### config.mk
export PLATFORM = sky130hd
export DESIGN_NAME = txsw_writeback
export DESIGN_NICKNAME = d
export VERILOG_FILES = /design/src/logic/txsw_pkg.sv /design/src/logic/txsw_writeback.sv
export VERILOG_INCLUDE_DIRS = /design/src /design/src/logic
export SDC_FILE = /design/constraint.sdc
export NUM_CORES = 1
export LEC_CHECK = 0
export BUFFER_PORTS_ARGS = -buffer_cell sky130_fd_sc_hd__buf_2
export CORE_ASPECT_RATIO = 1.25
export CORE_UTILIZATION = 35
export DETAILED_ROUTE_END_ITERATION = 16
export GPL_ROUTABILITY_DRIVEN = 1
export HOLD_SLACK_MARGIN = 0.1
export PLACE_DENSITY_LB_ADDON = 0.15
export SLEW_MARGIN = 10
export SYNTH_ARGS = -nofsm -noshare
export SYNTH_HDL_FRONTEND = slang
export SYNTH_SLANG_ARGS = --single-unit
### constraint.sdc
create_clock -name clk_sys -period 5.1 [get_ports clk_sys]
set_input_delay 0.255 -clock clk_sys [delete_from_list [all_inputs] [get_ports clk_sys]]
set_output_delay 0.255 -clock clk_sys [all_outputs]
set_load 0.01 [all_outputs]
### src/logic/txsw_defines.svh
`ifndef TXSW_DEFINES_SVH
`define TXSW_DEFINES_SVH
// status word bit positions
`define TXSW_DEFER_BIT      0
`define TXSW_UNDERRUN_BIT   1
`define TXSW_XLATE_BIT      2
`define TXSW_COLL_LSB       3
`define TXSW_COLL_MSB       6
`define TXSW_HBEAT_BIT      7
`define TXSW_EXCESS_BIT     8
`define TXSW_LATE_BIT       9
`define TXSW_NOCARR_BIT     10
`define TXSW_LOST_BIT       11
`define TXSW_LENGTH_BIT     12
`define TXSW_UNDEF_LOW_BIT  13
`define TXSW_WDOG_BIT       14
`define TXSW_SUMMARY_BIT    15
`define TXSW_REFL_LSB       16
`define TXSW_REFL_MSB       29
`define TXSW_UNDEF_HIGH_BIT 30
`define TXSW_OWNER_BIT      31
`define TXSW_MAX_COLL       5'h10
`define TXSW_LOOPBACK       2'h1
// control register resume strobe
`define TXSW_RESUME_BIT     8
// register byte offsets
`define TXSW_A_STATUS  4'h0
`define TXSW_A_MASK    4'h4
`define TXSW_A_CTRL    4'h8
`define TXSW_A_WORD    4'hc
// interrupt status bits
`define TXSW_I_DONE    0
`define TXSW_I_TXINT   1
`define TXSW_I_WDOG    2
`define TXSW_I_WORD    3
`endif

### src/logic/txsw_pkg.sv
package txsw_pkg;
   typedef enum logic [1:0] {TXSW_RUN, TXSW_SUSP, TXSW_STOP} txsw_proc_t;
endpackage

### src/logic/txsw_writeback.sv
`timescale 1ns/1ps
`include "txsw_defines.svh"
//////////////////////////////////////////////////////////////////////////////
module txsw_writeback
   import txsw_pkg::*;
(
   input  wire logic        clk_sys,
   input  wire logic        rst_b,
   input  wire logic        clkEn,
   // frame events from the transmitter and descriptor flags
   input  wire logic        frameStart,
   input  wire logic        chanBusy,
   input  wire logic        fifoEmpty,
   input  wire logic        xlateFail,
   input  wire logic        virtual_addressing_flag,
   input  wire logic        collision,
   input  wire logic        lateCollision,
   input  wire logic        heartbeatSeen,
   input  wire logic        carrierSense,
   input  wire logic        chainFault,
   input  wire logic        watchdogExpire,
   input  wire logic [13:0] bitTimeCount,
   input  wire logic        frameDone,
   input  wire logic        last_segment_flag,
   input  wire logic        interrupt_on_completion_flag,
   // status word write-back port, abort and interrupt request
   output logic             wbValid,
   output logic [31:0]      tx_status_word,
   output logic             txAbort,
   output logic             intReq,
   // AHB-Lite slave
   input  wire logic        hsel,
   input  wire logic [31:0] haddr,
   input  wire logic [1:0]  htrans,
   input  wire logic        hwrite,
   input  wire logic [2:0]  hsize,
   input  wire logic [31:0] hwdata,
   input  wire logic        hready,
   output logic [31:0]      hrdata,
   output logic             hreadyout,
   output logic             hresp
);
   //////////////////////////////////////////////////////////////////////////
   txsw_proc_t  procState;
   logic        inFrame;
   logic        deferred, underflow, xlate, excess, late, noCarrier, lost;
   logic        lenErr, timeout, hbFail, carrierSeen;
   logic [4:0]  collCount;
   logic [13:0] reflCount;
   logic [3:0]  intStatus;
   logic [3:0]  intMask;
   logic [1:0]  operating_mode_field;
   logic        resume;
   logic        abortNow, frameEnd, suspendErr;
   logic [31:0] next_word;
   logic        dpWrite;
   logic [3:0]  dpAddr;
   logic [3:0]  next_intStatus;
   logic        w1cHit;

   function automatic logic isErr(input logic [31:0] w);
      isErr = w[`TXSW_UNDERRUN_BIT] | w[`TXSW_XLATE_BIT] | w[`TXSW_EXCESS_BIT] |
              w[`TXSW_LATE_BIT] | w[`TXSW_NOCARR_BIT] | w[`TXSW_LOST_BIT] |
              w[`TXSW_LENGTH_BIT] | w[`TXSW_WDOG_BIT];
   endfunction

   //////////////////////////////////////////////////////////////////////////
   // abort on excessive collisions, late collision, watchdog, or halting errors
   assign abortNow   = inFrame & ((collision & (collCount == `TXSW_MAX_COLL - 5'h01)) |
                       lateCollision | watchdogExpire | fifoEmpty |
                       (xlateFail & virtual_addressing_flag) | chainFault);
   assign frameEnd   = inFrame & (frameDone | abortNow);
   assign suspendErr = inFrame & (fifoEmpty | (xlateFail & virtual_addressing_flag) | chainFault);
   assign txAbort    = abortNow;

   // frame tracking
   always_ff @(posedge clk_sys or negedge rst_b) begin
      if (!rst_b) begin
         inFrame <= 1'b0;
      end else if (clkEn) begin
         if (frameEnd) begin
            inFrame <= 1'b0;
         end else if (frameStart && procState == TXSW_RUN) begin
            inFrame <= 1'b1;
         end
      end
   end

   // per-frame condition capture
   always_ff @(posedge clk_sys or negedge rst_b) begin
      if (!rst_b) begin
         deferred    <= 1'b0;
         underflow   <= 1'b0;
         xlate       <= 1'b0;
         excess      <= 1'b0;
         late        <= 1'b0;
         lost        <= 1'b0;
         carrierSeen <= 1'b0;
         lenErr      <= 1'b0;
         timeout     <= 1'b0;
         hbFail      <= 1'b0;
         collCount   <= 5'h00;
         reflCount   <= 14'h0000;
      end else if (clkEn) begin
         if (frameStart && !inFrame && procState == TXSW_RUN) begin
            deferred    <= chanBusy;
            underflow   <= 1'b0;
            xlate       <= 1'b0;
            excess      <= 1'b0;
            late        <= 1'b0;
            lost        <= 1'b0;
            carrierSeen <= carrierSense;
            lenErr      <= 1'b0;
            timeout     <= 1'b0;
            hbFail      <= 1'b0;
            collCount   <= 5'h00;
            reflCount   <= 14'h0000;
         end else if (inFrame) begin
            if (fifoEmpty) underflow <= 1'b1;
            if (xlateFail && virtual_addressing_flag) xlate <= 1'b1;
            if (collision && collCount != `TXSW_MAX_COLL) collCount <= collCount + 5'h01;
            if (collision && collCount == `TXSW_MAX_COLL - 5'h01) begin
               excess <= 1'b1;
               reflCount <= bitTimeCount;
            end
            if (lateCollision) late <= 1'b1;
            if (carrierSense) carrierSeen <= 1'b1;
            if (carrierSeen && !carrierSense) lost <= 1'b1;
            if (chainFault) lenErr <= 1'b1;
            if (watchdogExpire) timeout <= 1'b1;
            if (frameDone) hbFail <= ~heartbeatSeen;
         end
      end
   end

   assign noCarrier = ~(carrierSeen | carrierSense);

   //////////////////////////////////////////////////////////////////////////
   always_comb begin
      next_word = 32'h0000_0000;
      next_word[`TXSW_DEFER_BIT]    = deferred;
      next_word[`TXSW_UNDERRUN_BIT] = underflow | (inFrame & fifoEmpty);
      next_word[`TXSW_XLATE_BIT]    = xlate | (inFrame & xlateFail & virtual_addressing_flag);
      next_word[`TXSW_COLL_MSB:`TXSW_COLL_LSB] = collCount[3:0] + {3'h0, collision};
      next_word[`TXSW_HBEAT_BIT]    = hbFail | (frameDone & ~heartbeatSeen);
      next_word[`TXSW_EXCESS_BIT]   = excess |
                                      (collision & (collCount == `TXSW_MAX_COLL - 5'h01));
      next_word[`TXSW_LATE_BIT]     = late | lateCollision;
      next_word[`TXSW_NOCARR_BIT]   = noCarrier & (operating_mode_field != `TXSW_LOOPBACK);
      next_word[`TXSW_LOST_BIT]     = (lost | (carrierSeen & ~carrierSense)) &
                                      (operating_mode_field != `TXSW_LOOPBACK);
      next_word[`TXSW_LENGTH_BIT]   = lenErr | chainFault;
      next_word[`TXSW_WDOG_BIT]     = timeout | watchdogExpire;
      next_word[`TXSW_SUMMARY_BIT]  = isErr(next_word);
      next_word[`TXSW_REFL_MSB:`TXSW_REFL_LSB] = next_word[`TXSW_EXCESS_BIT] ?
                                      (excess ? reflCount : bitTimeCount) : 14'h0000;
      // ownership handed back; bits 13 and 30 left zero
      next_word[`TXSW_OWNER_BIT]    = 1'b0;
   end

   // status word write-back
   always_ff @(posedge clk_sys or negedge rst_b) begin
      if (!rst_b) begin
         wbValid        <= 1'b0;
         tx_status_word <= 32'h0000_0000;
      end else if (clkEn) begin
         wbValid <= frameEnd;
         if (frameEnd) tx_status_word <= next_word;
      end
   end

   // transmit process state
   always_ff @(posedge clk_sys or negedge rst_b) begin
      if (!rst_b) begin
         procState <= TXSW_RUN;
      end else if (clkEn) begin
         case (procState)
            TXSW_RUN: begin
               if (inFrame && watchdogExpire) procState <= TXSW_STOP;
               else if (suspendErr) procState <= TXSW_SUSP;
            end
            TXSW_SUSP, TXSW_STOP: begin
               if (resume) procState <= TXSW_RUN;
            end
            default: procState <= TXSW_RUN;
         endcase
      end
   end

   //////////////////////////////////////////////////////////////////////////
   // AHB-Lite slave, zero wait states
   assign hreadyout = 1'b1;
   assign hresp     = 1'b0;
   assign w1cHit    = dpWrite && dpAddr == `TXSW_A_STATUS;

   always_ff @(posedge clk_sys or negedge rst_b) begin
      if (!rst_b) begin
         dpWrite <= 1'b0;
         dpAddr  <= 4'h0;
      end else if (clkEn && hready) begin
         dpWrite <= hsel & htrans[1] & hwrite;
         dpAddr  <= haddr[3:0];
      end
   end

   always_ff @(posedge clk_sys or negedge rst_b) begin
      if (!rst_b) begin
         intMask              <= 4'h0;
         operating_mode_field <= 2'h0;
         resume               <= 1'b0;
      end else if (clkEn) begin
         resume <= 1'b0;
         if (dpWrite && dpAddr == `TXSW_A_MASK) intMask <= hwdata[3:0];
         if (dpWrite && dpAddr == `TXSW_A_CTRL) begin
            operating_mode_field <= hwdata[1:0];
            resume               <= hwdata[`TXSW_RESUME_BIT];
         end
      end
   end

   always_ff @(posedge clk_sys or negedge rst_b) begin
      if (!rst_b) begin
         hrdata <= 32'h0000_0000;
      end else if (clkEn && hready) begin
         hrdata <= 32'h0000_0000;
         if (hsel && htrans[1] && !hwrite) begin
            case (haddr[3:0])
               `TXSW_A_STATUS: hrdata <= {28'h0, intStatus};
               `TXSW_A_MASK:   hrdata <= {28'h0, intMask};
               `TXSW_A_CTRL:   hrdata <= {22'h0, procState, 6'h0, operating_mode_field};
               `TXSW_A_WORD:   hrdata <= tx_status_word;
               default:        hrdata <= 32'h0000_0000;
            endcase
         end
      end
   end

   //////////////////////////////////////////////////////////////////////////
   // sticky interrupt status, set wins over write-one clear
   always_comb begin
      next_intStatus = intStatus;
      if (w1cHit) next_intStatus = intStatus & ~hwdata[3:0];
      // complete and interrupt on halting error
      if (suspendErr) begin
         next_intStatus[`TXSW_I_DONE]  = 1'b1;
         next_intStatus[`TXSW_I_TXINT] = 1'b1;
      end
      if (inFrame && frameDone && last_segment_flag && interrupt_on_completion_flag)
         next_intStatus[`TXSW_I_TXINT] = 1'b1;
      if (inFrame && watchdogExpire) next_intStatus[`TXSW_I_WDOG] = 1'b1;
      if (frameEnd) next_intStatus[`TXSW_I_WORD] = 1'b1;
   end

   always_ff @(posedge clk_sys or negedge rst_b) begin
      if (!rst_b) begin
         intStatus <= 4'h0;
      end else if (clkEn) begin
         intStatus <= next_intStatus;
      end
   end

   assign intReq = |(intStatus & intMask);

   //////////////////////////////////////////////////////////////////////////
   a_summary_or: assert property (@(posedge clk_sys) disable iff (!rst_b)
      wbValid |-> tx_status_word[`TXSW_SUMMARY_BIT] == isErr(tx_status_word))
      else $error("error summary mismatch");
   a_owner_clear: assert property (@(posedge clk_sys) disable iff (!rst_b)
      wbValid |-> !tx_status_word[`TXSW_OWNER_BIT])
      else $error("ownership not returned");
   a_undef_zero: assert property (@(posedge clk_sys) disable iff (!rst_b)
      wbValid |-> !tx_status_word[`TXSW_UNDEF_LOW_BIT] && !tx_status_word[`TXSW_UNDEF_HIGH_BIT])
      else $error("undefined bit set");
   a_underrun_suspend: assert property (@(posedge clk_sys) disable iff (!rst_b)
      clkEn && inFrame && fifoEmpty && !watchdogExpire && procState == TXSW_RUN
      |=> procState == TXSW_SUSP && intStatus[`TXSW_I_TXINT])
      else $error("underflow did not suspend");
   a_wdog_stop: assert property (@(posedge clk_sys) disable iff (!rst_b)
      clkEn && inFrame && watchdogExpire
      |=> procState == TXSW_STOP && intStatus[`TXSW_I_WDOG] && tx_status_word[`TXSW_WDOG_BIT])
      else $error("watchdog did not stop");
   a_xlate_needs_virt: assert property (@(posedge clk_sys) disable iff (!rst_b)
      clkEn && frameStart && !inFrame && procState == TXSW_RUN
      ##1 (!virtual_addressing_flag)[*2]
      |-> !xlate)
      else $error("translation bit without virtual addressing");
   a_excess_abort: assert property (@(posedge clk_sys) disable iff (!rst_b)
      clkEn && inFrame && collision && collCount == `TXSW_MAX_COLL - 5'h01
      |-> txAbort ##1 tx_status_word[`TXSW_EXCESS_BIT])
      else $error("no abort at sixteenth collision");
   a_late_abort: assert property (@(posedge clk_sys) disable iff (!rst_b)
      clkEn && inFrame && lateCollision
      |-> txAbort ##1 (wbValid && tx_status_word[`TXSW_LATE_BIT]))
      else $error("late collision not reported");
   a_loop_nc: assert property (@(posedge clk_sys) disable iff (!rst_b)
      wbValid && $past(operating_mode_field) == `TXSW_LOOPBACK
      |-> !tx_status_word[`TXSW_NOCARR_BIT])
      else $error("no carrier in loopback");
   a_defer_capture: assert property (@(posedge clk_sys) disable iff (!rst_b)
      clkEn && frameStart && !inFrame && procState == TXSW_RUN
      |=> deferred == $past(chanBusy))
      else $error("deferral not captured");
   a_length_abort: assert property (@(posedge clk_sys) disable iff (!rst_b)
      clkEn && inFrame && chainFault
      |-> txAbort ##1 (wbValid && tx_status_word[`TXSW_LENGTH_BIT]))
      else $error("length error not reported");
   a_done_interrupt: assert property (@(posedge clk_sys) disable iff (!rst_b)
      clkEn && inFrame && frameDone && last_segment_flag && interrupt_on_completion_flag
      |=> intStatus[`TXSW_I_TXINT])
      else $error("completion interrupt missing");
   a_refl_capture: assert property (@(posedge clk_sys) disable iff (!rst_b)
      clkEn && inFrame && collision && collCount == `TXSW_MAX_COLL - 5'h01
      |=> tx_status_word[`TXSW_REFL_MSB:`TXSW_REFL_LSB] == $past(bitTimeCount))
      else $error("reflectometer count lost");
endmodule

==> metrics.cfg, run 1 <==
[timing]
rsz0062_at_grt=false
fin_crit_ns=2.47
finalHoldViolCount=0
finalClockSkew_ns=0.00756
drv_slew=0
period_share_pct=48.5
finalSetupViolCount=0
worst_slew_pin_slew_ns=1.04
relSlewSlack_pct=30.5
tns_ns=0
hold-worst-slack_ns=0.135
max_freq_mhz=404

[clock_network]
clk_latency_ns=0.35
cts_sinks=107
root_buffer=clkbuf_16
cts-resized-gates=0
post-cts-setup-buffers=0
ctsHtreeMaxLevel=3
cts_tree=done
cts_buffers=9
clk_pin_slew_ns=0.07
ctsHoldBuffers=1
cts_buffer_depth=2

[finish]
nNetsFinal=628
final_cells=692
fin_area_mm2=0.00562
final_common_cell=dfrtp_1
final_cell_mix=dfrtp_1, buf_2, nand2_1
drive_above_1_share_pct=26.5
diodes=0
syn2layout_area_growth_pct=20.8

[worst_hold_path]
hold_path_class=input pin to flip-flop
hp-start=chanBusy
worstHoldPathCells=2
holdPathEnd=deferred

[routing]
antenna_left=0
vias=3542
drc=0
wl_mm=11.4
drt_pre_antenna_iters=4
wl_per_cell_um=16.5
viasPerCell=5.12
drt_iter0_markers=198

[placed_design]
dp.cells=675
portBuffers=104
dp_hpwl_mm=8.06
gp_congestion=0.761
placedInstanceArea_mm2=0.00527

[setup_path]
rrSetupSlack_ns=2.63
cp_top_family=compound AO/OA/AOI/OAI gates
cp-end-kind=flip-flop
path_buf_inv=1
regToRegEndpoint=tx_status_word[21]
crit_chain=ha_1 > and3_1 > ha_1 > a211o_1 > o311ai_4 > buf_4 > o21ai_0
worst-path-max-fanout=54
path_common_cell=ha_1
cp_data_required_time_ns=5.30
crit_slowest_cell=buf_4
startpoint_type=flip-flop
critPathArrivalTime_ns=2.67
cpPeakStageDelay_ns=0.46
rr_startpoint=collCount[0]
worstRegToRegCells=7
crit_type=flip-flop to flip-flop

[logic_synthesis]
synth_cell_types=44
synth_edf_count=0
seq_area_frac_synth_pct=57.5
ys.flop_type=dfrtp_1
async_flop_share_pct=100
synth_area_mm2=0.00466
yosysWarnings=0
synth-seq-cells=107
syn_inst=426
synth_area_per_cell_um2=10.9

[pwr]
powerDensity_mw_per_mm2=427
p_total_mw=2.40
leakage_nw=2.78
peakVddDrop_uv=190

[grt]
overflow=0
use_met1_pct=22.2
antenna_found_initial=0
grtUsageTotal_pct=17.5
grt_max_degree=63
gr-usage-met3_pct=3.22
grt_use_met2_pct=30.2
grt_pass1_wl_mm=18.5
gr-max-usage-layer=met2
grt_pass1_vias=3464

[outcome]
status=finished clean

[die]
die_h_um=131
io_pins=172
fp.dieArea_mm2=0.0138
initial_utilization_pct=36.3
die_w_um=105
row_count=46
coreArea_mm2=0.0128

[flow_run]
cap_violations=0

-- sequential cells by signal (all words and copies together) (netlist names) --
signal	cells
carrierSeen	1
collCount	5
deferred	1
dpAddr	4
dpWrite	1
excess	1
hbFail	1
hrdata	29
inFrame	1
intMask	4
intStatus	4
late	1
lenErr	1
lost	1
operating_mode_field	2
procState	2
reflCount	14
resume	1
timeout	1
tx_status_word	29
underflow	1
wbValid	1
xlate	1
-- cell type report --
class,count,area (um2)
fill,1245,7210
multi-input combinational,281,1790
tap,168,210
timing repair buffer,108,556
inverter,12,45.0
sequential,107,2680
clock buffer,9,225
clock inverter,7,123
-- logic make-up after synthesis --
family | synth area share (%)
AND/OR/NAND/NOR | 10.3
multiplexers | 4.70
other | 0.161
AO/OA/AOI/OAI | 20.8
buffers and inverters | 4.59
flip-flops | 57.5
XOR/XNOR | 0.376
adder cells (fa/ha/maj) | 1.61
-- synth_stat cells, drive strengths merged, types with 2 or more instances --
master   count  area share [%]
dfrtp      107              57
nand2       62             5.0
a22o        42             7.9
o21ai       40             4.3
a21oi       22             2.4
nor2        19             1.5
buf         17             2.4
a22oi       16             2.6
clkbuf      15             1.3
inv         12            0.97
mux2        11             2.7
a31oi        6            0.81
ha           6             1.6
mux2i        5             1.1
and2         4            0.54
nor2b        4            0.54
nand3        3            0.32
o22ai        3            0.40
a211o        2            0.38
a21o         2            0.32
a32o         2            0.43
and3         2            0.27
and4         2            0.38
conb         2            0.16
mux4         2            0.97
nand4        2            0.27
nand4bb      2            0.48
nor3         2            0.21
-- layer usage --
layer | wire [um] | share of wire, % | vias to the layer above
met5 | 0 | 0 | -
met4 | 142 | 1.2 | 0
met3 | 445 | 3.9 | 11
met2 | 5670 | 50 | 103
met1 | 5150 | 45 | 1726
li1 | - | - | 1702
-- power by group --
part	internal (mW)	leakage, nW	switching (mW)	total [mW]
Clock	0.484	0.163	0.323	0.807
Sequential	0.967	1.42	0.133	1.10
Combinational	0.207	1.19	0.291	0.498
Total	1.66	2.78	0.747	2.40
-- worst max-delay path by stage --
| stage | start | end | slack, ns | cells after the start |
|---|---|---|---|---|
| final | collCount[0] | tx_status_word[21] | 2.63 | 7 |
| after global routing | collCount[0] | tx_status_word[21] | 2.48 | 7 |
| after CTS | collCount[0] | tx_status_word[21] | 2.60 | 7 |
| after detailed placement | collCount[0] | tx_status_word[21] | 2.64 | 7 |
| after global placement | collCount[0] | wbValid | 2.66 | 7 |
| after floorplan | collCount[0] | tx_status_word[19] | 3.04 | 7 |
-- through the flow --
stage          util [%]  setup slack (ns)
3_3_place_gp       41.0              2.66
4_1_cts            43.8              2.60
6_report           43.8              2.63
2_1_floorplan         -              3.04
3_5_place_dp       41.0              2.64
5_1_grt            43.8              2.48
-- worst register-to-register path: cells and delay by family (launching register included) --
family                     cells  cell delay (ns)
and+or+nand+nor                1             0.18
buffers and inverters          1             0.46
DFF                            1             0.43
AOI/OAI and AO/OA              3             0.79
adders and majority gates      2             0.46
(Power assumes the default switching activity.)
==> run 2: changes to the inputs <==
==> constraint.sdc (replaced) <==
create_clock -name clk_sys -period 2.45 [get_ports clk_sys]
set_input_delay 0.1225 -clock clk_sys [delete_from_list [all_inputs] [get_ports clk_sys]]
set_output_delay 0.1225 -clock clk_sys [all_outputs]
set_load 0.01 [all_outputs]
==> metrics.cfg, run 2 (synthesized netlist as in run 1, its figures left out) <==
[timing]
worst_slew_pin_slew_ns=0.697  ; -0.341 ns
max_freq_mhz=443  ; +9.5%
finalHoldViolCount=0  ; unchanged
setup_ws_ns=0.192  ; -2.44 ns
drv_slew=0  ; unchanged
fin_crit_ns=2.26  ; -0.214 ns
relSlewSlack_pct=53.5  ; +23 points
finalClockSkew_ns=0.00856  ; +0.000996 ns
period_share_pct=92.2  ; +44 points
finalSetupViolCount=0  ; unchanged
hold-worst-slack_ns=0.135  ; -0.000148 ns
tns_ns=0  ; unchanged
rsz0062_at_grt=false

[routing]
drt_pre_antenna_iters=7  ; +3
wl_per_cell_um=16.0  ; -3.0%
wl_mm=11.6  ; +1.9%
antenna_left=0  ; unchanged
drt_iter0_markers=261  ; +32%
drc=0  ; unchanged
vias=3706  ; +4.6%
viasPerCell=5.10  ; -0.41%

[clock_network]
cts_buffer_depth=2  ; unchanged
cts_tree=done
clk_latency_ns=0.35  ; about the same
ctsHtreeMaxLevel=3  ; unchanged
cts_sinks=107  ; unchanged
clk_pin_slew_ns=0.07  ; about the same
cts_buffers=9  ; unchanged
root_buffer=clkbuf_16
post-cts-setup-buffers=0  ; unchanged

[finish]
ff_latch_area_mm2=0.00268  ; unchanged
fin_area_mm2=0.00595  ; +5.8%
syn2layout_area_growth_pct=27.8
nNetsFinal=663  ; +5.6%
multi_input_area_mm2=0.00179  ; +0.28%
final_cells=727  ; +5.1%
final.fill_count=1246  ; +0.080%
drive_above_1_share_pct=25.8  ; -0.77 points
final_common_cell=dfrtp_1
diodes=0  ; unchanged
largestRegisters=hrdata (29), tx_status_word (29), reflCount (14)
final_cell_mix=dfrtp_1, buf_2, nand2_1

[grt]
grt_pass1_vias=3584  ; +3.5%
grt_max_degree=108  ; +71%
grt_pass1_wl_mm=19.0  ; +2.8%
antenna_found_initial=0  ; unchanged
overflow=0  ; unchanged
grtUsageTotal_pct=17.8  ; +0.37 points

[setup_path]
rr_startpoint=collCount[0]
cp-end-kind=flip-flop
crit_start=collCount[0]
crit_type=flip-flop to flip-flop
critPathArrivalTime_ns=2.47  ; -0.20 ns
worst-path-max-fanout=54  ; unchanged
cp_data_required_time_ns=2.66  ; -2.64 ns
startpoint_type=flip-flop

[die]
fp.dieArea_mm2=0.0138  ; unchanged
io_pins=172  ; unchanged
die_h_um=131  ; unchanged
initial_utilization_pct=36.3  ; unchanged
die_w_um=105  ; unchanged
coreArea_mm2=0.0128  ; unchanged
row_count=46  ; unchanged

[flow_run]
cap_violations=0  ; unchanged

[outcome]
status=finished clean

[pwr]
leakage_nw=2.92  ; +5.1%
peakVddDrop_uv=443  ; +130%
powerDensity_mw_per_mm2=823  ; +93%

[placed_design]
dp.cells=680  ; +0.74%
gp_congestion=0.750  ; -1.5%
placedInstanceArea_mm2=0.00533  ; +1.2%
dp_hpwl_mm=7.94  ; -1.4%
portBuffers=104  ; unchanged
place_ws_ns=0.0922  ; -2.55 ns

[worst_hold_path]
hold_path_class=input pin to flip-flop
hp-start=watchdogExpire

run 2: cell count changes in the layout (fill, tap and decap cells not counted):
| cell | change |
|---|---|
| inv_6 | -2 |
| buf_12 | +2 |
| buf_4 | +3 |
| dlygate4sd3_1 | +30 |
| clkbuf_1 | +2 |
| nor2_1 | -2 |
| clkinv_4 | +1 |
| nor2_2 | +2 |
| clkbuf_8 | +2 |
| clkinvlp_4 | -1 |
| bufinv_16 | -2 |
run 2: power breakdown:
part | internal [mW] | switching [mW] | total [mW]
combinational | 0.494 | 0.658 | 1.15
sequential | 2.01 | 0.241 | 2.25
clock | 0.852 | 0.638 | 1.49
total | 3.36 | 1.54 | 4.90
run 2: area by class of cell:
type                       count  area share [%]
clock inverter                 3           0.778
timing repair buffer         143            15.4
multi-input combinational    281            30.1
sequential                   107            45.0
clock buffer                  13            4.37
inverter                      12           0.757
tap                          168            3.53
run 2: path summary, 6_finish.rpt:
check                                           to  slack, ns  cells after the start
min in group asynchronous               hrdata[28]       0.40                      3
worst max register to register  tx_status_word[11]       0.19                      7
worst min-delay path                       timeout       0.13                      3
worst max-delay path            tx_status_word[11]       0.19                      7
worst min register to register           hrdata[8]       0.48                      2
max in group asynchronous       tx_status_word[14]       1.63                      3
run 2: stage by stage:
stage,utilization [%],power (mW)
floorplan,-,2.95
CTS,46.3,4.96
global placement,41.5,3.39
global route,46.4,5.19
detailed placement,41.5,3.42
finish,46.4,4.90
run 2: repair_timing:
action	4_1_cts	5_1_grt
endpoints found under the hold margin	153	0
endpoints found under the setup margin	0	28
hold buffers	31	0
gates resized for setup	0	2
run 2: routing by layer:
layer	routed length [um]	GRT usage [%]
met1	5350	23.5
met2	5670	29.7
met3	388	2.43
met4	214	7.71
met5	0	0
run 2: critical path, cell delays in order, from the launching register on:
cell,delay [ns]
dfrtp_1,0.44
ha_1,0.25
and3_1,0.18
ha_1,0.22
a211o_1,0.35
o311ai_4,0.28
buf_12,0.27
o21ai_0,0.13
